[config.mk]
export PLATFORM = sky130hd
export DESIGN_NAME = xcvr_ctrl
export DESIGN_NICKNAME = d
export VERILOG_FILES = /design/src/xcvr_pkg.sv /design/src/xcvr_ctrl.sv /design/src/bit_fifo.sv /design/src/idle_timer.sv
export SDC_FILE = /design/constraint.sdc
export NUM_CORES = 1
export LEC_CHECK = 0
export BUFFER_PORTS_ARGS = -buffer_cell sky130_fd_sc_hd__buf_4
export CORE_MARGIN = 2
export CORE_UTILIZATION = 37
export DETAILED_ROUTE_END_ITERATION = 16
export PLACE_DENSITY = 0.51
export SLEW_MARGIN = 20
export SYNTH_ARGS = -nofsm -noshare
export SYNTH_HDL_FRONTEND = slang
export SYNTH_SLANG_ARGS = --single-unit
export TNS_END_PERCENT = 30
[constraint.sdc]
create_clock -name clk -period 3.9 [get_ports clk]
set_input_delay 0.78 -clock clk [delete_from_list [all_inputs] [get_ports clk]]
set_output_delay 0.78 -clock clk [all_outputs]
set_load 0.01 [all_outputs]
[src/xcvr_pkg.sv]
// constants, types and helpers shared by the transceiver control logic
// assumes a single 125 MHz clock and a synchronous active-low reset
package xcvr_pkg;

    // ==========================================================
    // clock and timing
    localparam int CLK_PERIOD_NS          = 8;
    localparam int STBY_IGNORE_NS         = 100;
    localparam int STBY_HOLD_NS           = 300;
    // brief disabled spells up to this count never reach standby
    localparam int STBY_IGNORE_CYC        = STBY_IGNORE_NS / CLK_PERIOD_NS;
    // least hold time rounds up to whole cycles
    localparam int STBY_HOLD_CYC          = (STBY_HOLD_NS + CLK_PERIOD_NS - 1) / CLK_PERIOD_NS;
    localparam int STBY_CNT_W             = 6;
    localparam logic [STBY_CNT_W-1:0] STBY_HOLD_CNT   = STBY_CNT_W'(STBY_HOLD_CYC);
    localparam logic [STBY_CNT_W-1:0] STBY_CNT_ZERO   = 6'h00;
    localparam logic [STBY_CNT_W-1:0] STBY_CNT_ONE    = 6'h01;

    // ==========================================================
    // idle detection time (milliseconds)
    localparam int IDLE_DETECT_TIME_MIN_MS = 44;
    localparam int IDLE_DETECT_TIME_MS     = 58;
    localparam int IDLE_DETECT_TIME_MAX_MS = 76;
    localparam int NS_PER_MS               = 1000000;
    localparam int IDLE_DETECT_CYC = IDLE_DETECT_TIME_MS * (NS_PER_MS / CLK_PERIOD_NS);
    localparam int IDLE_CNT_W              = 24;

    // ==========================================================
    // buffering and reset values
    localparam int   FIFO_WIDTH  = 1;
    localparam int   FIFO_DEPTH  = 32;
    localparam logic INVERT_RST  = 1'b0;
    localparam logic LINE_IDLE   = 1'b1;

    // ==========================================================
    // state types
    typedef enum logic [1:0] {STBY_ACTIVE, STBY_PENDING, STBY_ASLEEP} stby_state_t;
    typedef enum logic [1:0] {POL_WAIT, POL_WATCH, POL_LATCHED} pol_state_t;

    // driver off and receiver off together
    function automatic logic both_disabled(input logic de, input logic re_n);
        return !de && re_n;
    endfunction

    // receiver on and driver off: the only detection window
    function automatic logic detect_window(input logic de, input logic re_n);
        return !de && !re_n;
    endfunction

endpackage

[src/xcvr_ctrl.sv]
// control logic of a half-duplex differential transceiver
// assumes the bus comparator result arrives as a synchronous level and
// that the analogue driver and receiver follow the enables given here
`timescale 1ns/1ps

// Operation
// - standby when driver and receiver both disabled
// - brief disabled spells never cause standby
// - standby only after 300 ns continuous hold
// - leave standby when either side re-enables
// - detect polarity only when listening, not driving
// - decide only after full idle detection time
// - decision completes 44 to 76 ms after power-up
// - same correction on receive and transmit
// - detected polarity latched until next power-up
// - start uncorrected; reversed bias reads low
// - low at expiry inverts the receive path
// - invert host transmit data while correcting
// - detection repeats on every power-up
// - tied enables: high drives, low receives
// - permanent listen echoes own transmitted data
// - idle biased bus gives high receive output
// - idle detection time 44 to 76 ms
module xcvr_ctrl #(
    parameter int IDLE_CYC = xcvr_pkg::IDLE_DETECT_CYC
) (
    input  wire logic clk,
    input  wire logic nrst,
    input  wire logic drive_enable_in,
    input  wire logic listen_enable_n,
    input  wire logic tx_valid,
    output logic      tx_ready,
    input  wire logic tx_data,
    output logic      rx_data,
    output logic      rx_oe_n,
    input  wire logic bus_rx_in,
    output logic      bus_tx_out,
    output logic      bus_tx_oe_n,
    output logic      standby,
    output logic      detect_busy,
    output logic      polarity_latched,
    output logic      polarity_inverted
);

    // ==========================================================
    // declarations
    xcvr_pkg::stby_state_t              stby_state_r;
    xcvr_pkg::stby_state_t              stby_state_nxt;
    xcvr_pkg::pol_state_t               pol_state_r;
    xcvr_pkg::pol_state_t               pol_state_nxt;
    logic [xcvr_pkg::STBY_CNT_W-1:0]    stby_cnt_r;
    logic                               invert_r;
    logic                               invert_nxt;
    logic                               latched_r;
    logic                               off_both;
    logic                               listening;
    logic                               idle_run;
    logic                               idle_expired;
    logic                               bus_level_q;
    logic                               fifo_out_valid;
    logic                               fifo_out_ready;
    logic                               fifo_out_data;
    logic                               tx_bit_r;
    logic                               rx_data_r;
    logic                               rx_oe_n_r;
    logic                               bus_tx_r;
    logic                               bus_tx_oe_n_r;

    // ==========================================================
    // enable decoding
    // with tied enables, high makes a driver and low a receiver
    assign off_both  = xcvr_pkg::both_disabled(drive_enable_in, listen_enable_n);
    assign listening = xcvr_pkg::detect_window(drive_enable_in, listen_enable_n);

    // ==========================================================
    // standby: counter of continuous disabled cycles
    always_ff @(posedge clk) begin
        if (!nrst) begin
            stby_cnt_r <= xcvr_pkg::STBY_CNT_ZERO;
        end else if (!off_both) begin
            stby_cnt_r <= xcvr_pkg::STBY_CNT_ZERO;
        end else if (stby_cnt_r != xcvr_pkg::STBY_HOLD_CNT) begin
            stby_cnt_r <= stby_cnt_r + xcvr_pkg::STBY_CNT_ONE;
        end
    end

    // standby next state
    always_comb begin
        stby_state_nxt = stby_state_r;
        case (stby_state_r)
            xcvr_pkg::STBY_ACTIVE: begin
                if (off_both) begin
                    stby_state_nxt = xcvr_pkg::STBY_PENDING;
                end
            end
            xcvr_pkg::STBY_PENDING: begin
                if (!off_both) begin
                    stby_state_nxt = xcvr_pkg::STBY_ACTIVE;
                end else if (stby_cnt_r == xcvr_pkg::STBY_HOLD_CNT - 1'b1) begin
                    stby_state_nxt = xcvr_pkg::STBY_ASLEEP;
                end
            end
            xcvr_pkg::STBY_ASLEEP: begin
                if (!off_both) begin
                    stby_state_nxt = xcvr_pkg::STBY_ACTIVE;
                end
            end
            default: begin
                stby_state_nxt = xcvr_pkg::STBY_ACTIVE;
            end
        endcase
    end

    // standby state register
    always_ff @(posedge clk) begin
        if (!nrst) begin
            stby_state_r <= xcvr_pkg::STBY_ACTIVE;
        end else begin
            stby_state_r <= stby_state_nxt;
        end
    end

    // standby flag from a flop
    always_ff @(posedge clk) begin
        if (!nrst) begin
            standby <= 1'b0;
        end else begin
            standby <= (stby_state_nxt == xcvr_pkg::STBY_ASLEEP);
        end
    end

    // ==========================================================
    // polarity detection: idle timer runs only in the listen window
    assign idle_run = listening && (pol_state_r == xcvr_pkg::POL_WATCH);

    idle_timer #(
        .LIMIT(IDLE_CYC)
    ) u_idle (
        .clk     (clk),
        .nrst    (nrst),
        .run     (idle_run),
        .level   (bus_rx_in),
        .expired (idle_expired),
        .level_q (bus_level_q)
    );

    // polarity next state and decision
    always_comb begin
        pol_state_nxt = pol_state_r;
        invert_nxt    = invert_r;
        case (pol_state_r)
            xcvr_pkg::POL_WAIT: begin
                // wait for the slave to listen with its driver off
                if (listening) begin
                    pol_state_nxt = xcvr_pkg::POL_WATCH;
                end
            end
            xcvr_pkg::POL_WATCH: begin
                if (!listening) begin
                    pol_state_nxt = xcvr_pkg::POL_WAIT;
                end else if (idle_expired) begin
                    // quiet for the full time: low level means crossed pair
                    pol_state_nxt = xcvr_pkg::POL_LATCHED;
                    invert_nxt    = !bus_level_q;
                end
            end
            xcvr_pkg::POL_LATCHED: begin
                pol_state_nxt = xcvr_pkg::POL_LATCHED;
            end
            default: begin
                pol_state_nxt = xcvr_pkg::POL_WAIT;
            end
        endcase
    end

    // polarity state register; reset is the only way back
    always_ff @(posedge clk) begin
        if (!nrst) begin
            pol_state_r <= xcvr_pkg::POL_WAIT;
        end else begin
            pol_state_r <= pol_state_nxt;
        end
    end

    // inversion flag: uncorrected until decided, then held
    always_ff @(posedge clk) begin
        if (!nrst) begin
            invert_r <= xcvr_pkg::INVERT_RST;
        end else if (pol_state_r != xcvr_pkg::POL_LATCHED) begin
            invert_r <= invert_nxt;
        end
    end

    // latched flag
    always_ff @(posedge clk) begin
        if (!nrst) begin
            latched_r <= 1'b0;
        end else if (pol_state_nxt == xcvr_pkg::POL_LATCHED) begin
            latched_r <= 1'b1;
        end
    end

    assign polarity_latched  = latched_r;
    assign polarity_inverted = invert_r;
    assign detect_busy       = (pol_state_r == xcvr_pkg::POL_WATCH);

    // ==========================================================
    // receive path: bus level corrected by the shared flag
    // the receiver still listens while the driver sends, so with
    // listen held active the host sees its own frame echoed
    always_ff @(posedge clk) begin
        if (!nrst) begin
            rx_data_r <= xcvr_pkg::LINE_IDLE;
        end else begin
            rx_data_r <= bus_rx_in ^ invert_r;
        end
    end

    // receive output enable follows the listen enable
    always_ff @(posedge clk) begin
        if (!nrst) begin
            rx_oe_n_r <= 1'b1;
        end else begin
            rx_oe_n_r <= listen_enable_n || (stby_state_nxt == xcvr_pkg::STBY_ASLEEP);
        end
    end

    assign rx_data = rx_data_r;
    assign rx_oe_n = rx_oe_n_r;

    // ==========================================================
    // transmit path: host bits buffered, drained one per cycle
    // while the driver is enabled; disabled driver stalls the drain
    // so the buffer fills and tx_ready drops back to the host
    assign fifo_out_ready = drive_enable_in;

    bit_fifo #(
        .WIDTH(xcvr_pkg::FIFO_WIDTH),
        .DEPTH(xcvr_pkg::FIFO_DEPTH)
    ) u_txq (
        .clk       (clk),
        .nrst      (nrst),
        .in_valid  (tx_valid),
        .in_ready  (tx_ready),
        .in_data   (tx_data),
        .out_valid (fifo_out_valid),
        .out_ready (fifo_out_ready),
        .out_data  (fifo_out_data)
    );

    // current host bit; holds the last one when the buffer runs dry
    always_ff @(posedge clk) begin
        if (!nrst) begin
            tx_bit_r <= xcvr_pkg::LINE_IDLE;
        end else if (fifo_out_valid && fifo_out_ready) begin
            tx_bit_r <= fifo_out_data;
        end
    end

    // driver data: inverted while correction is active
    always_ff @(posedge clk) begin
        if (!nrst) begin
            bus_tx_r <= xcvr_pkg::LINE_IDLE;
        end else if (fifo_out_valid && fifo_out_ready) begin
            bus_tx_r <= fifo_out_data ^ invert_r;
        end else begin
            bus_tx_r <= tx_bit_r ^ invert_r;
        end
    end

    // driver enable, low while driving
    always_ff @(posedge clk) begin
        if (!nrst) begin
            bus_tx_oe_n_r <= 1'b1;
        end else begin
            bus_tx_oe_n_r <= !drive_enable_in;
        end
    end

    assign bus_tx_out  = bus_tx_r;
    assign bus_tx_oe_n = bus_tx_oe_n_r;

endmodule

[src/bit_fifo.sv]
// synchronous FIFO with valid/ready on both sides
// assumes one clock; full and empty are exact
`timescale 1ns/1ps
module bit_fifo #(
    parameter int WIDTH = 1,
    parameter int DEPTH = 32
) (
    input  wire logic             clk,
    input  wire logic             nrst,
    input  wire logic             in_valid,
    output logic                  in_ready,
    input  wire logic [WIDTH-1:0] in_data,
    output logic                  out_valid,
    input  wire logic             out_ready,
    output logic      [WIDTH-1:0] out_data
);
    localparam int AW = $clog2(DEPTH);

    logic [WIDTH-1:0] mem [DEPTH];
    logic [AW-1:0]    wr_ptr_r;
    logic [AW-1:0]    rd_ptr_r;
    logic [AW:0]      count_r;
    logic             push;
    logic             pop;

    // ==========================================================
    // handshakes
    assign in_ready  = (count_r != (AW+1)'(DEPTH));
    assign out_valid = (count_r != '0);
    assign push      = in_valid && in_ready;
    assign pop       = out_valid && out_ready;
    assign out_data  = mem[rd_ptr_r];

    // storage write
    always_ff @(posedge clk) begin
        if (push) begin
            mem[wr_ptr_r] <= in_data;
        end
    end

    // pointers and fill level
    always_ff @(posedge clk) begin
        if (!nrst) begin
            wr_ptr_r <= '0;
            rd_ptr_r <= '0;
            count_r  <= '0;
        end else begin
            if (push) begin
                wr_ptr_r <= wr_ptr_r + 1'b1;
            end
            if (pop) begin
                rd_ptr_r <= rd_ptr_r + 1'b1;
            end
            if (push && !pop) begin
                count_r <= count_r + 1'b1;
            end else if (pop && !push) begin
                count_r <= count_r - 1'b1;
            end
        end
    end
endmodule

[src/idle_timer.sv]
// counts an uninterrupted quiet spell on a bus level
// assumes level is synchronous to clk; run low holds the timer cleared
`timescale 1ns/1ps
module idle_timer #(
    parameter int LIMIT = xcvr_pkg::IDLE_DETECT_CYC
) (
    input  wire logic clk,
    input  wire logic nrst,
    input  wire logic run,
    input  wire logic level,
    output logic      expired,
    output logic      level_q
);
    localparam logic [xcvr_pkg::IDLE_CNT_W-1:0] LAST =
        xcvr_pkg::IDLE_CNT_W'(LIMIT - 1);

    logic [xcvr_pkg::IDLE_CNT_W-1:0] cnt_r;
    logic                            level_r;
    logic                            done_r;

    // previous level for edge detection
    always_ff @(posedge clk) begin
        if (!nrst) begin
            level_r <= xcvr_pkg::LINE_IDLE;
        end else begin
            level_r <= level;
        end
    end

    // restart on any edge; one expiry pulse per quiet spell
    always_ff @(posedge clk) begin
        if (!nrst) begin
            cnt_r   <= '0;
            done_r  <= 1'b0;
            expired <= 1'b0;
        end else if (!run || (level != level_r)) begin
            cnt_r   <= '0;
            done_r  <= 1'b0;
            expired <= 1'b0;
        end else if (!done_r && (cnt_r == LAST)) begin
            done_r  <= 1'b1;
            expired <= 1'b1;
        end else begin
            expired <= 1'b0;
            if (!done_r) begin
                cnt_r <= cnt_r + 1'b1;
            end
        end
    end

    assign level_q = level_r;
endmodule

==> run summary, run 1 <==
Post-CTS Setup Bufs = 0
max-slew violations = 0
worst setup path category = reg -> reg
GRT overflow = 0
Slew @ Worst Pin = 0.582 ns
initial antenna violation count = 0
Total Die Area = 13,000 um2
Post-Place Cells = 567
post-route ant nets = 0
DR vias/cell = 5.07
clk_lat worst skew = 0.33 ns
most frequent cells in the layout = 66 x dfxtp_1, 63 x nor2_1, 32 x edfxtp_1, 27 x nand2_1, 23 x xnor2_1
status = finished, final reports clean
Die Width = 114 um
number of synthesized flops with an enable pin = 32
post-synth top area share = 29.6%
Critical Path RT = 4.17 ns
CTS tree = built
Synthesized Nets = 445
DP Worst Slack = 0.846 ns
max_cap viols = 0
worst hold path class = reg -> reg
Post-Syn Instances = 423
crit path capture type = flop
CTS Buffer Depth = 2
first-pass GRT wire length = 14.5 mm
Worst Clk Skew = 0.00497 ns
largest net degree at the start of global routing = 33
drt total wl = 8.28 mm
crit path DAT = 3.30 ns
combinational share of power = 17.5%
DRT iter0 DRCs = 105
total power = 2.66 mW
Seq/Total Area, Yosys = 51.1%
Worst setup SP type = flop
CTS Buf Count = 9
Initial DRT Pass Iterations = 4
Lkg Pwr = 1.73 nW
pwr/cell area = 528 nW/um2
Tmin final = 3.03 ns
post-placement cell area = 4690 um2
post-route clock period utilization = 77.8%
core area = 11,900 um2
PnR worst setup slack = 0.867 ns
post-layout util = 42.2%
Fmax = 330 MHz
input/output buffers = 15
vias in the first global route = 2,955
endpoints failing setup = 0
hold_ws = 0.437 ns
initial core utilization = 37.5%
# DRC = 0
Reg power frac = 44.8%
CTS H-tree depth = 3
Root Driver = clkbuf_16
clock power share = 37.7%
internal cell power = 1.98 mW
layout cells sized above 1 = 12.4%
Cell Rows = 40
Slew Limit Headroom = 61.1%
final layout net count = 453
Post-Route Setup TNS = 0 ns
most common cell after layout, fill and taps aside = dfxtp_1
Resized cells post-CTS = 0
Net Sw Power = 0.674 mW
Die H = 114 um
Synth Flop Type = dfxtp_1
Worst Path Max Fanout = 9
Post-synth ARST share = 0%
clk slew on worst S/H paths = 0.06 ns
gpl congestion = 0.789
switch share = 25.4%
Syn Std Cell Area = 4460 um2
Routed WL per cell = 14.2 um
area occupied by registers = 2280 um2
Tot GR Track Use = 14.2%
Ys Warns = 0
I/O pins = 16
CTS hold repair buffers = 0
multi-input logic area = 2070 um2
clk sinks = 98
final hold violations = 0
distinct cell type count after synthesis = 61
Worst VDD drop = 0.000250 V
post-route design area = 5030 um2
dpl hpwl = 5.48 mm
largest area contributor in the netlist = dfxtp_1
largest cells by area after synthesis = dfxtp_1 30%, edfxtp_1 22%, nor2_1 5.3%
FILL cells = 1,164
Final Instance Count excl. Fillers = 583
RSZ-0062 raised after global routing = false
#FFs+latches synth = 98
Syn Area/Cell = 10.6 um2
total number of vias = 2,958
P&R area growth vs syn = 12.8%
Antenna diodes = 0
-- final cells by class --
cell class / count / area share (%)
Clock buffer: 10 / 4.75
Clock inverter: 6 / 2.06
Inverter: 10 / 0.746
Multi-Input combinational cell: 297 / 41.2
Sequential cell: 98 / 45.4
Tap cell: 147 / 3.65
Timing Repair Buffer: 15 / 2.24
-- sequential cells by signal, indices dropped and copies added, names as in the netlist, 2 cells and up, named ones only --
signal          flops
u_txq.rd_ptr_r      5
pol_state_r         2
u_idle.cnt_r       24
stby_state_r        2
u_txq.wr_ptr_r      5
u_txq.count_r       6
stby_cnt_r          6
u_txq.mem          32
-- kinds of logic after synthesis --
family,share of synthesized area (%)
AO/OA/AOI/OAI,7.63
XOR/XNOR,7.26
adder cells (fa/ha/maj),4.37
buffers and inverters,2.41
flip-flops,51.1
multiplexers,5.35
AND/OR/NAND/NOR,21.8
-- power by group through the flow --
stage	combinational, mW	clock, mW	sequential [mW]
floorplan	0.400	0	1.17
detailed placement	0.467	0	1.21
global route	0.531	1.08	1.20
finish	0.465	1.00	1.19
CTS	0.470	1.03	1.19
global placement	0.463	0	1.21
-- routing by layer --
metal	up-vias	wire length, um	track usage [%]
met2	48	3740	22.1
li1	1515	-	-
met5	-	0	0
met3	7	301	2.34
met1	1388	4160	19.4
met4	0	80	6.26
-- final timing paths --
check / cells after the start / end / start / slack (ns)
setup / recovery: 11 / u_txq.count_r[5] / u_txq.count_r[1] / 0.87
hold / removal: 1 / stby_state_r[0] / stby_state_r[1] / 0.44
setup reg to reg: 11 / u_txq.count_r[5] / u_txq.count_r[1] / 0.87
hold reg to reg: 1 / stby_state_r[0] / stby_state_r[1] / 0.44
-- critical path, stage by stage, from the launching register on --
cell and delay [ns]:
dfxtp_1 0.34, or4_1 0.58, o31a_1 0.37, inv_1 0.17
ha_1 0.21, inv_1 0.13, ha_1 0.29, a21o_1 0.17
a21oi_1 0.26, o211ai_1 0.12, o211ai_1 0.13, mux2i_1 0.20
-- Yosys cell counts, types with 2 or more instances --
| master | count |
|---|---|
| a21o_1 | 2 |
| a21oi_1 | 10 |
| and2_1 | 14 |
| and3_1 | 2 |
| and3_2 | 3 |
| and3b_1 | 2 |
| and4_2 | 2 |
| buf_1 | 2 |
| buf_2 | 2 |
| clkbuf_1 | 14 |
| dfxtp_1 | 66 |
| edfxtp_1 | 32 |
| ha_1 | 14 |
| inv_1 | 10 |
| mux2i_1 | 7 |
| mux4_2 | 7 |
| nand2_1 | 27 |
| nand2b_1 | 4 |
| nand3_1 | 8 |
| nand3b_1 | 4 |
| nand4_1 | 6 |
| nor2_1 | 63 |
| nor2b_1 | 6 |
| nor3_1 | 7 |
| nor3b_1 | 5 |
| nor4_1 | 5 |
| nor4bb_1 | 2 |
| o2111ai_1 | 3 |
| o211ai_1 | 8 |
| o21a_1 | 4 |
| o21ai_0 | 8 |
| o31a_1 | 2 |
| o31ai_1 | 2 |
| or2_2 | 2 |
| or3_1 | 5 |
| or3b_2 | 2 |
| or4_1 | 2 |
| xnor2_1 | 23 |
| xor2_1 | 14 |
Note: power is estimated with default switching activity, not from simulation.
==> inputs of run 2 (changes only) <==
- ABC_AREA: not set -> 1
- PLACE_DENSITY: 0.51 -> 0.53
- clock period: 3.9 -> 2.6 ns (I/O delays scaled with it)
==> run 2 against run 1 <==
Wire length rose by 17%. Sequential power grew 48%. Worst hold slack worse by 0.052 ns. Sequential share of layout area decreased by 1.9 points. Power increased by 41%. Synthesized area is 3.3% higher. Via count is 21% higher. Register-to-register slack worse by 0.69 ns. First-iteration DRC count up 75%. Cell count is 31% higher. Sequential cell count stayed put. Non-clock buffer count grew 6.
==> run summary, run 2 <==
status = finished, final reports clean
total number of vias = 3,591 (+21%)
area occupied by registers = 2280 um2 (about the same)
Hold Crit Start = bus_rx_in
Syn Area/Cell = 8.16 um2 (-23%)
Routed WL per cell = 12.7 um (-10%)
Root Driver = clkbuf_16
max-slew violations = 0 (unchanged)
Synthesized Nets = 587 (+32%)
worst setup path category = reg -> reg
Tmin final = 2.43 ns (-0.606 ns)
drt total wl = 9.69 mm (+17%)
I/O pins = 16 (unchanged)
largest family of logic cells by synthesized area = simple AND/OR/NAND/NOR gates
CTS Buf Count = 9 (unchanged)
max reg flops = 32 (unchanged)
final layout net count = 611 (+35%)
# DRC = 0 (unchanged)
Top Metal Used = met4
total power = 3.75 mW (+41%)
met1 WL = 5.05 mm (+21%)
Synth Flop Type = dfxtp_1
dpl hpwl = 6.91 mm (+26%)
Slew Limit Headroom = 64.6% (+3.5 points)
Worst Path Max Fanout = 5 (-4)
met2 routed WL = 4.20 mm (+12%)
most common cell after layout, fill and taps aside = nor2_1
Top reg by flops = u_txq.mem
Net Sw Power = 1.08 mW (+61%)
post-synthesis mux area share = 0% (-5.4 points)
post-route ant nets = 0 (unchanged)
Seq/Total Area, Yosys = 49.5% (-1.6 points)
endpoints failing setup = 0 (unchanged)
Critical Path RT = 2.87 ns (-1.30 ns)
Initial DRT Pass Iterations = 4 (unchanged)
combinational share of power = 19.2% (+1.7 points)
post-synthesis compound-gate area fraction = 10.7% (+3.0 points)
vias in the first global route = 3,383 (+14%)
CTS Buffer Depth = 2 (unchanged)
Post-synth ARST share = 0% (unchanged)
Worst Clk Skew = 0.00958 ns (+0.00461 ns)
worst hold path class = in -> reg
input/output buffers = 15 (unchanged)
worst setup path startpoint = u_txq.count_r[4]
clk sinks = 98 (unchanged)
Worst VDD drop = 0.000396 V (+59%)
RSZ-0062 raised after global routing = false
internal cell power = 2.66 mW (+34%)
GRT overflow = 0 (unchanged)
post-synthesis xor/xnor area fraction = 1.52% (-5.7 points)
crit path DAT = 2.70 ns (-0.60 ns)
DP Worst Slack = -0.0225 ns (-0.868 ns)
Critical R2R Launch = u_txq.count_r[4]
Antenna diodes = 0 (unchanged)
post-route clock period utilization = 93.4% (+16 points)
clock power share = 33.9% (-3.8 points)
post-layout util = 43.3% (+1.1 points)
most frequent cells in the layout = 99 x nor2_1, 83 x inv_1, 75 x nand2_1, 65 x dfxtp_1, 37 x nand3_1
switch share = 28.9% (+3.5 points)
DRT iter0 DRCs = 184 (+75%)
CTS H-tree depth = 3 (unchanged)
initial core utilization = 38.1% (+0.60 points)
largest area contributor in the netlist = dfxtp_1
DR vias/cell = 4.71 (-7.1%)
initial antenna violation count = 0 (unchanged)
post-synth top area share = 28.7% (-0.95 points)
Total Die Area = 13,400 um2 (+3.2%)
CTS tree = built
met3 wire len = 342 um (+14%)
Post-Syn Instances = 565 (+34%)
Synth top cells by count = 99 x nor2_1, 84 x inv_1, 76 x nand2_1
core area = 12,100 um2 (+1.7%)
most frequent cell after synthesis = nor2_1
Cell Rows = 40 (unchanged)
Die Width = 116 um (+1.6%)
Reg power frac = 47.0% (+2.2 points)
Worst setup SP type = flop
PnR worst setup slack = 0.173 ns (-0.694 ns)
Post-Synth Simple-Gate Area = 26.1% (+4.2 points)
layout cells sized above 1 = 10.6% (-1.8 points)
distinct cell type count after synthesis = 42 (-31%)
largest registers = u_txq.mem (32), u_idle.cnt_r (24)
number of synthesized flops with an enable pin = 32 (unchanged)
#FFs+latches synth = 98 (unchanged)
Fmax = 412 MHz (+25%)
clk slew on worst S/H paths = 0.07 ns (about the same)
first-pass GRT wire length = 16.3 mm (+13%)
crit path capture type = flop
clk_lat worst skew = 0.35 ns (+0.02 ns)
Tot GR Track Use = 15.7% (+1.5 points)
multi-input logic area = 1980 um2 (-4.5%)
gpl congestion = 0.847 (+7.5%)
largest cells by area after synthesis = dfxtp_1 29%, edfxtp_1 21%, nor2_1 8.1%
pwr/cell area = 714 nW/um2 (+35%)
Slew @ Worst Pin = 0.530 ns (-0.0518 ns)
hold_ws = 0.385 ns (-0.0520 ns)
FILL cells = 1,263 (+8.5%)
Die H = 116 um (+1.6%)
final hold violations = 0 (unchanged)
Syn Std Cell Area = 4610 um2 (+3.3%)
Ys Warns = 0 (unchanged)
P&R area growth vs syn = 13.9%
largest net degree at the start of global routing = 33 (unchanged)
adder-cell share of the synthesized area = 4.23% (-0.14 points)
max_cap viols = 0 (unchanged)
Lkg Pwr = 2.02 nW (+17%)
==> run 2: worst paths after layout <==
check	to	slack (ns)	cells past startpoint
max	u_txq.count_r[5]	0.17	14
min	rx_data	0.38	2
max reg2reg	u_txq.count_r[5]	0.17	14
min reg2reg	u_idle.expired	0.42	1
==> run 2: cells by family after synthesis <==
kind of cell | count (synthesis)
DFF | 98
adders and majority gates | 15
AOI/OAI and AO/OA | 86
and+or+nand+nor | 262
buffers and inverters | 96
xor gates and xnor gates | 8
==> run 2: per-stage QoR <==
stage / TNS (ns) / instances / instance area, um2
2_1_floorplan: 0 / 565 / 4610
3_3_place_gp: 0 / 745 / 4940
3_5_place_dp: -0.0225 / 745 / 4940
4_1_cts: 0 / 761 / 5220
5_1_grt: 0 / 762 / 5250
6_report: 0 / 762 / 5250
==> run 2: timing repair <==
action	4_1_cts	5_1_grt
hold buffers	0	0
resized for setup	1	5
pin swaps	0	2
buffers inserted	0	1
endpoints found under the setup margin	1	2
==> run 2: layout make-up <==
cell class,instances,share of cell area (%)
timing repair buffer,21,3.00
multi-input combinational,371,37.7
clock buffer,9,4.29
clock inverter,7,1.10
inverter,88,6.39
sequential,98,43.5
tap,168,4.00
==> run 2: worst max-delay path, cell delays in order, from the launching register on <==
cell	delay, ns
dfxtp_1	0.34
nor3_2	0.24
nand3_1	0.15
nand2_2	0.09
inv_1	0.09
ha_2	0.22
inv_2	0.12
ha_4	0.23
a21oi_1	0.13
nand2_1	0.09
a21o_1	0.16
a21oi_1	0.15
xor2_1	0.16
nand2_1	0.06
a21oi_1	0.12
==> run 2: power by group through the flow <==
stage               Clock, mW  Sequential [mW]  Combinational (mW)
global placement            0             1.78               0.676
detailed placement          0             1.79               0.692
global route             1.38             1.78               0.822
CTS                      1.31             1.76               0.698
finish                   1.27             1.76               0.718
floorplan                   0             1.76               0.527
==> run 2: routing by layer <==
| metal | vias up | track usage, % |
|---|---|---|
| met3 | 7 | 5.23 |
| met2 | 30 | 23.5 |
| met1 | 1644 | 22.1 |
| met5 | - | 0 |
| met4 | 0 | 3.65 |
| li1 | 1910 | - |
==> inputs of run 3 (changes only) <==
- CORE_MARGIN: 2 -> not set
- SKIP_CTS_REPAIR_TIMING: not set -> 1
==> run 3 against run 2 <==
Die area is 3.4% lower. Global-route usage rose by 0.46 points. Largest cell class unchanged. Clock skew down 0.0043 ns. Largest power group unchanged. Combinational power rose by 2%. Critical endpoint unchanged.
==> run summary, run 3 (same netlist as run 2, synthesis figures left out) <==
CTS Buffer Depth = 2 (unchanged)
Antenna diodes = 0 (unchanged)
crit path capture type = flop
initial core utilization = 38.2% (+0.16 points)
Min-Delay Path Depth = 2 (unchanged)
Worst Path Max Fanout = 4 (-1)
final hold violations = 0 (unchanged)
PnR worst setup slack = 0.233 ns (+0.0599 ns)
drt total wl = 9.46 mm (-2.4%)
Fmax = 422 MHz (+2.5%)
DR vias/cell = 4.78 (+1.3%)
Tot GR Track Use = 16.1% (+0.46 points)
clk sinks = 98 (unchanged)
Worst setup SP type = flop
FILL cells = 1,224 (-3.1%)
area occupied by registers = 2280 um2 (about the same)
final layout net count = 612 (+0.16%)
Routed WL per cell = 12.4 um (-2.5%)
Reg2Reg Depth = 14 (unchanged)
crit path DAT = 2.63 ns (-0.07 ns)
Die Width = 114 um (-1.7%)
multi-input logic area = 1980 um2 (about the same)
total power = 3.92 mW (+4.5%)
vias in the first global route = 3,406 (+0.68%)
hold_ws = 0.370 ns (-0.0149 ns)
Worst Clk Skew = 0.00524 ns (-0.00434 ns)
largest registers = u_txq.mem (32), u_idle.cnt_r (24)
Post-Route Setup TNS = 0 ns (unchanged)
initial antenna violation count = 0 (unchanged)
Die H = 114 um (-1.7%)
most common cell after layout, fill and taps aside = nor2_1
max reg flops = 32 (unchanged)
post-placement cell area = 4940 um2 (unchanged)
first-pass GRT wire length = 16.4 mm (+0.25%)
pwr/cell area = 740 nW/um2 (+3.6%)
post-route design area = 5290 um2 (+0.79%)
Slew Limit Headroom = 65.1% (+0.47 points)
Worst VDD drop = 0.000483 V (+22%)
post-layout util = 43.9% (+0.52 points)
clk_lat worst skew = 0.34 ns (about the same)
post-route clock period utilization = 91.0% (-2.3 points)
status = finished, final reports clean
P&R area growth vs syn = 14.8%
Cell Rows = 40 (unchanged)
max_cap viols = 0 (unchanged)
max-slew violations = 0 (unchanged)
Tmin final = 2.37 ns (-0.0599 ns)
layout cells sized above 1 = 10.4% (-0.19 points)
Initial DRT Pass Iterations = 4 (unchanged)
gpl congestion = 0.794 (-6.4%)
input/output buffers = 15 (unchanged)
GRT overflow = 0 (unchanged)
worst hold path class = in -> reg
Final Instance Count excl. Fillers = 763 (+0.13%)
DRT iter0 DRCs = 175 (-4.9%)
total number of vias = 3,644 (+1.5%)
most frequent cells in the layout = 98 x nor2_1, 83 x inv_1, 76 x nand2_1, 66 x dfxtp_1, 37 x nand3_1
RSZ-0062 raised after global routing = false
CTS tree = built
dpl hpwl = 6.78 mm (-1.9%)
I/O pins = 16 (unchanged)
post-route ant nets = 0 (unchanged)
Lkg Pwr = 2.03 nW (+0.55%)
endpoints failing setup = 0 (unchanged)
Total Die Area = 12,900 um2 (-3.4%)
DP Worst Slack = -0.0183 ns (+0.00419 ns)
largest net degree at the start of global routing = 33 (unchanged)
worst setup path category = reg -> reg
Top reg by flops = u_txq.mem
Slew @ Worst Pin = 0.523 ns (-0.00700 ns)
Post-Place Cells = 745 (unchanged)
# DRC = 0 (unchanged)
CTS H-tree depth = 3 (unchanged)
CTS Buf Count = 9 (unchanged)
Critical Path RT = 2.87 ns (about the same)
clk slew on worst S/H paths = 0.07 ns (about the same)
Root Driver = clkbuf_16
core area = 12,100 um2 (-0.41%)
run 3: cell count changes in the layout (fill, tap and decap cells not counted), sizes merged:
cell and delta:
buf +1, bufinv +1, clkinv -1, clkinvlp +1, inv -1
run 3: critical path, cell delays in order, from the launching register on:
cell,delay (ns)
dfxtp_1,0.33
nor3_2,0.21
nand3_1,0.14
nand2_1,0.11
inv_1,0.06
ha_1,0.23
inv_2,0.11
ha_4,0.22
a21oi_1,0.14
nand2_1,0.09
a21o_1,0.17
a21oi_2,0.13
xor2_1,0.15
nand2_1,0.07
a21oi_1,0.13
run 3: final cells by class:
type                       count  share of cell area, %
tap                          168                   3.97
clock buffer                   9                   4.26
clock inverter                 7                   1.73
timing repair buffer          22                   3.12
multi-input combinational    371                   37.5
inverter                      88                   6.34
sequential                    98                   43.1
run 3: path summary, 6_finish.rpt:
path	start	endpoint	slack, ns
hold / removal	drive_enable_in	bus_tx_oe_n	0.37
setup reg to reg	u_txq.count_r[4]	u_txq.count_r[5]	0.23
setup / recovery	u_txq.count_r[4]	u_txq.count_r[5]	0.23
hold reg to reg	u_idle.done_r	u_idle.expired	0.44
run 3: metal layers:
metal	GRT usage (%)	vias to the layer above	share of wire (%)
met2	24.8	53	43
met3	2.87	14	3.8
met1	22.0	1670	51
li1	-	1907	-
met4	7.63	0	2.2
met5	0	-	0
run 3: power breakdown:
| group | internal [mW] | switching (mW) |
|---|---|---|
| clock | 0.842 | 0.581 |
| combinational | 0.313 | 0.421 |
| sequential | 1.66 | 0.0929 |
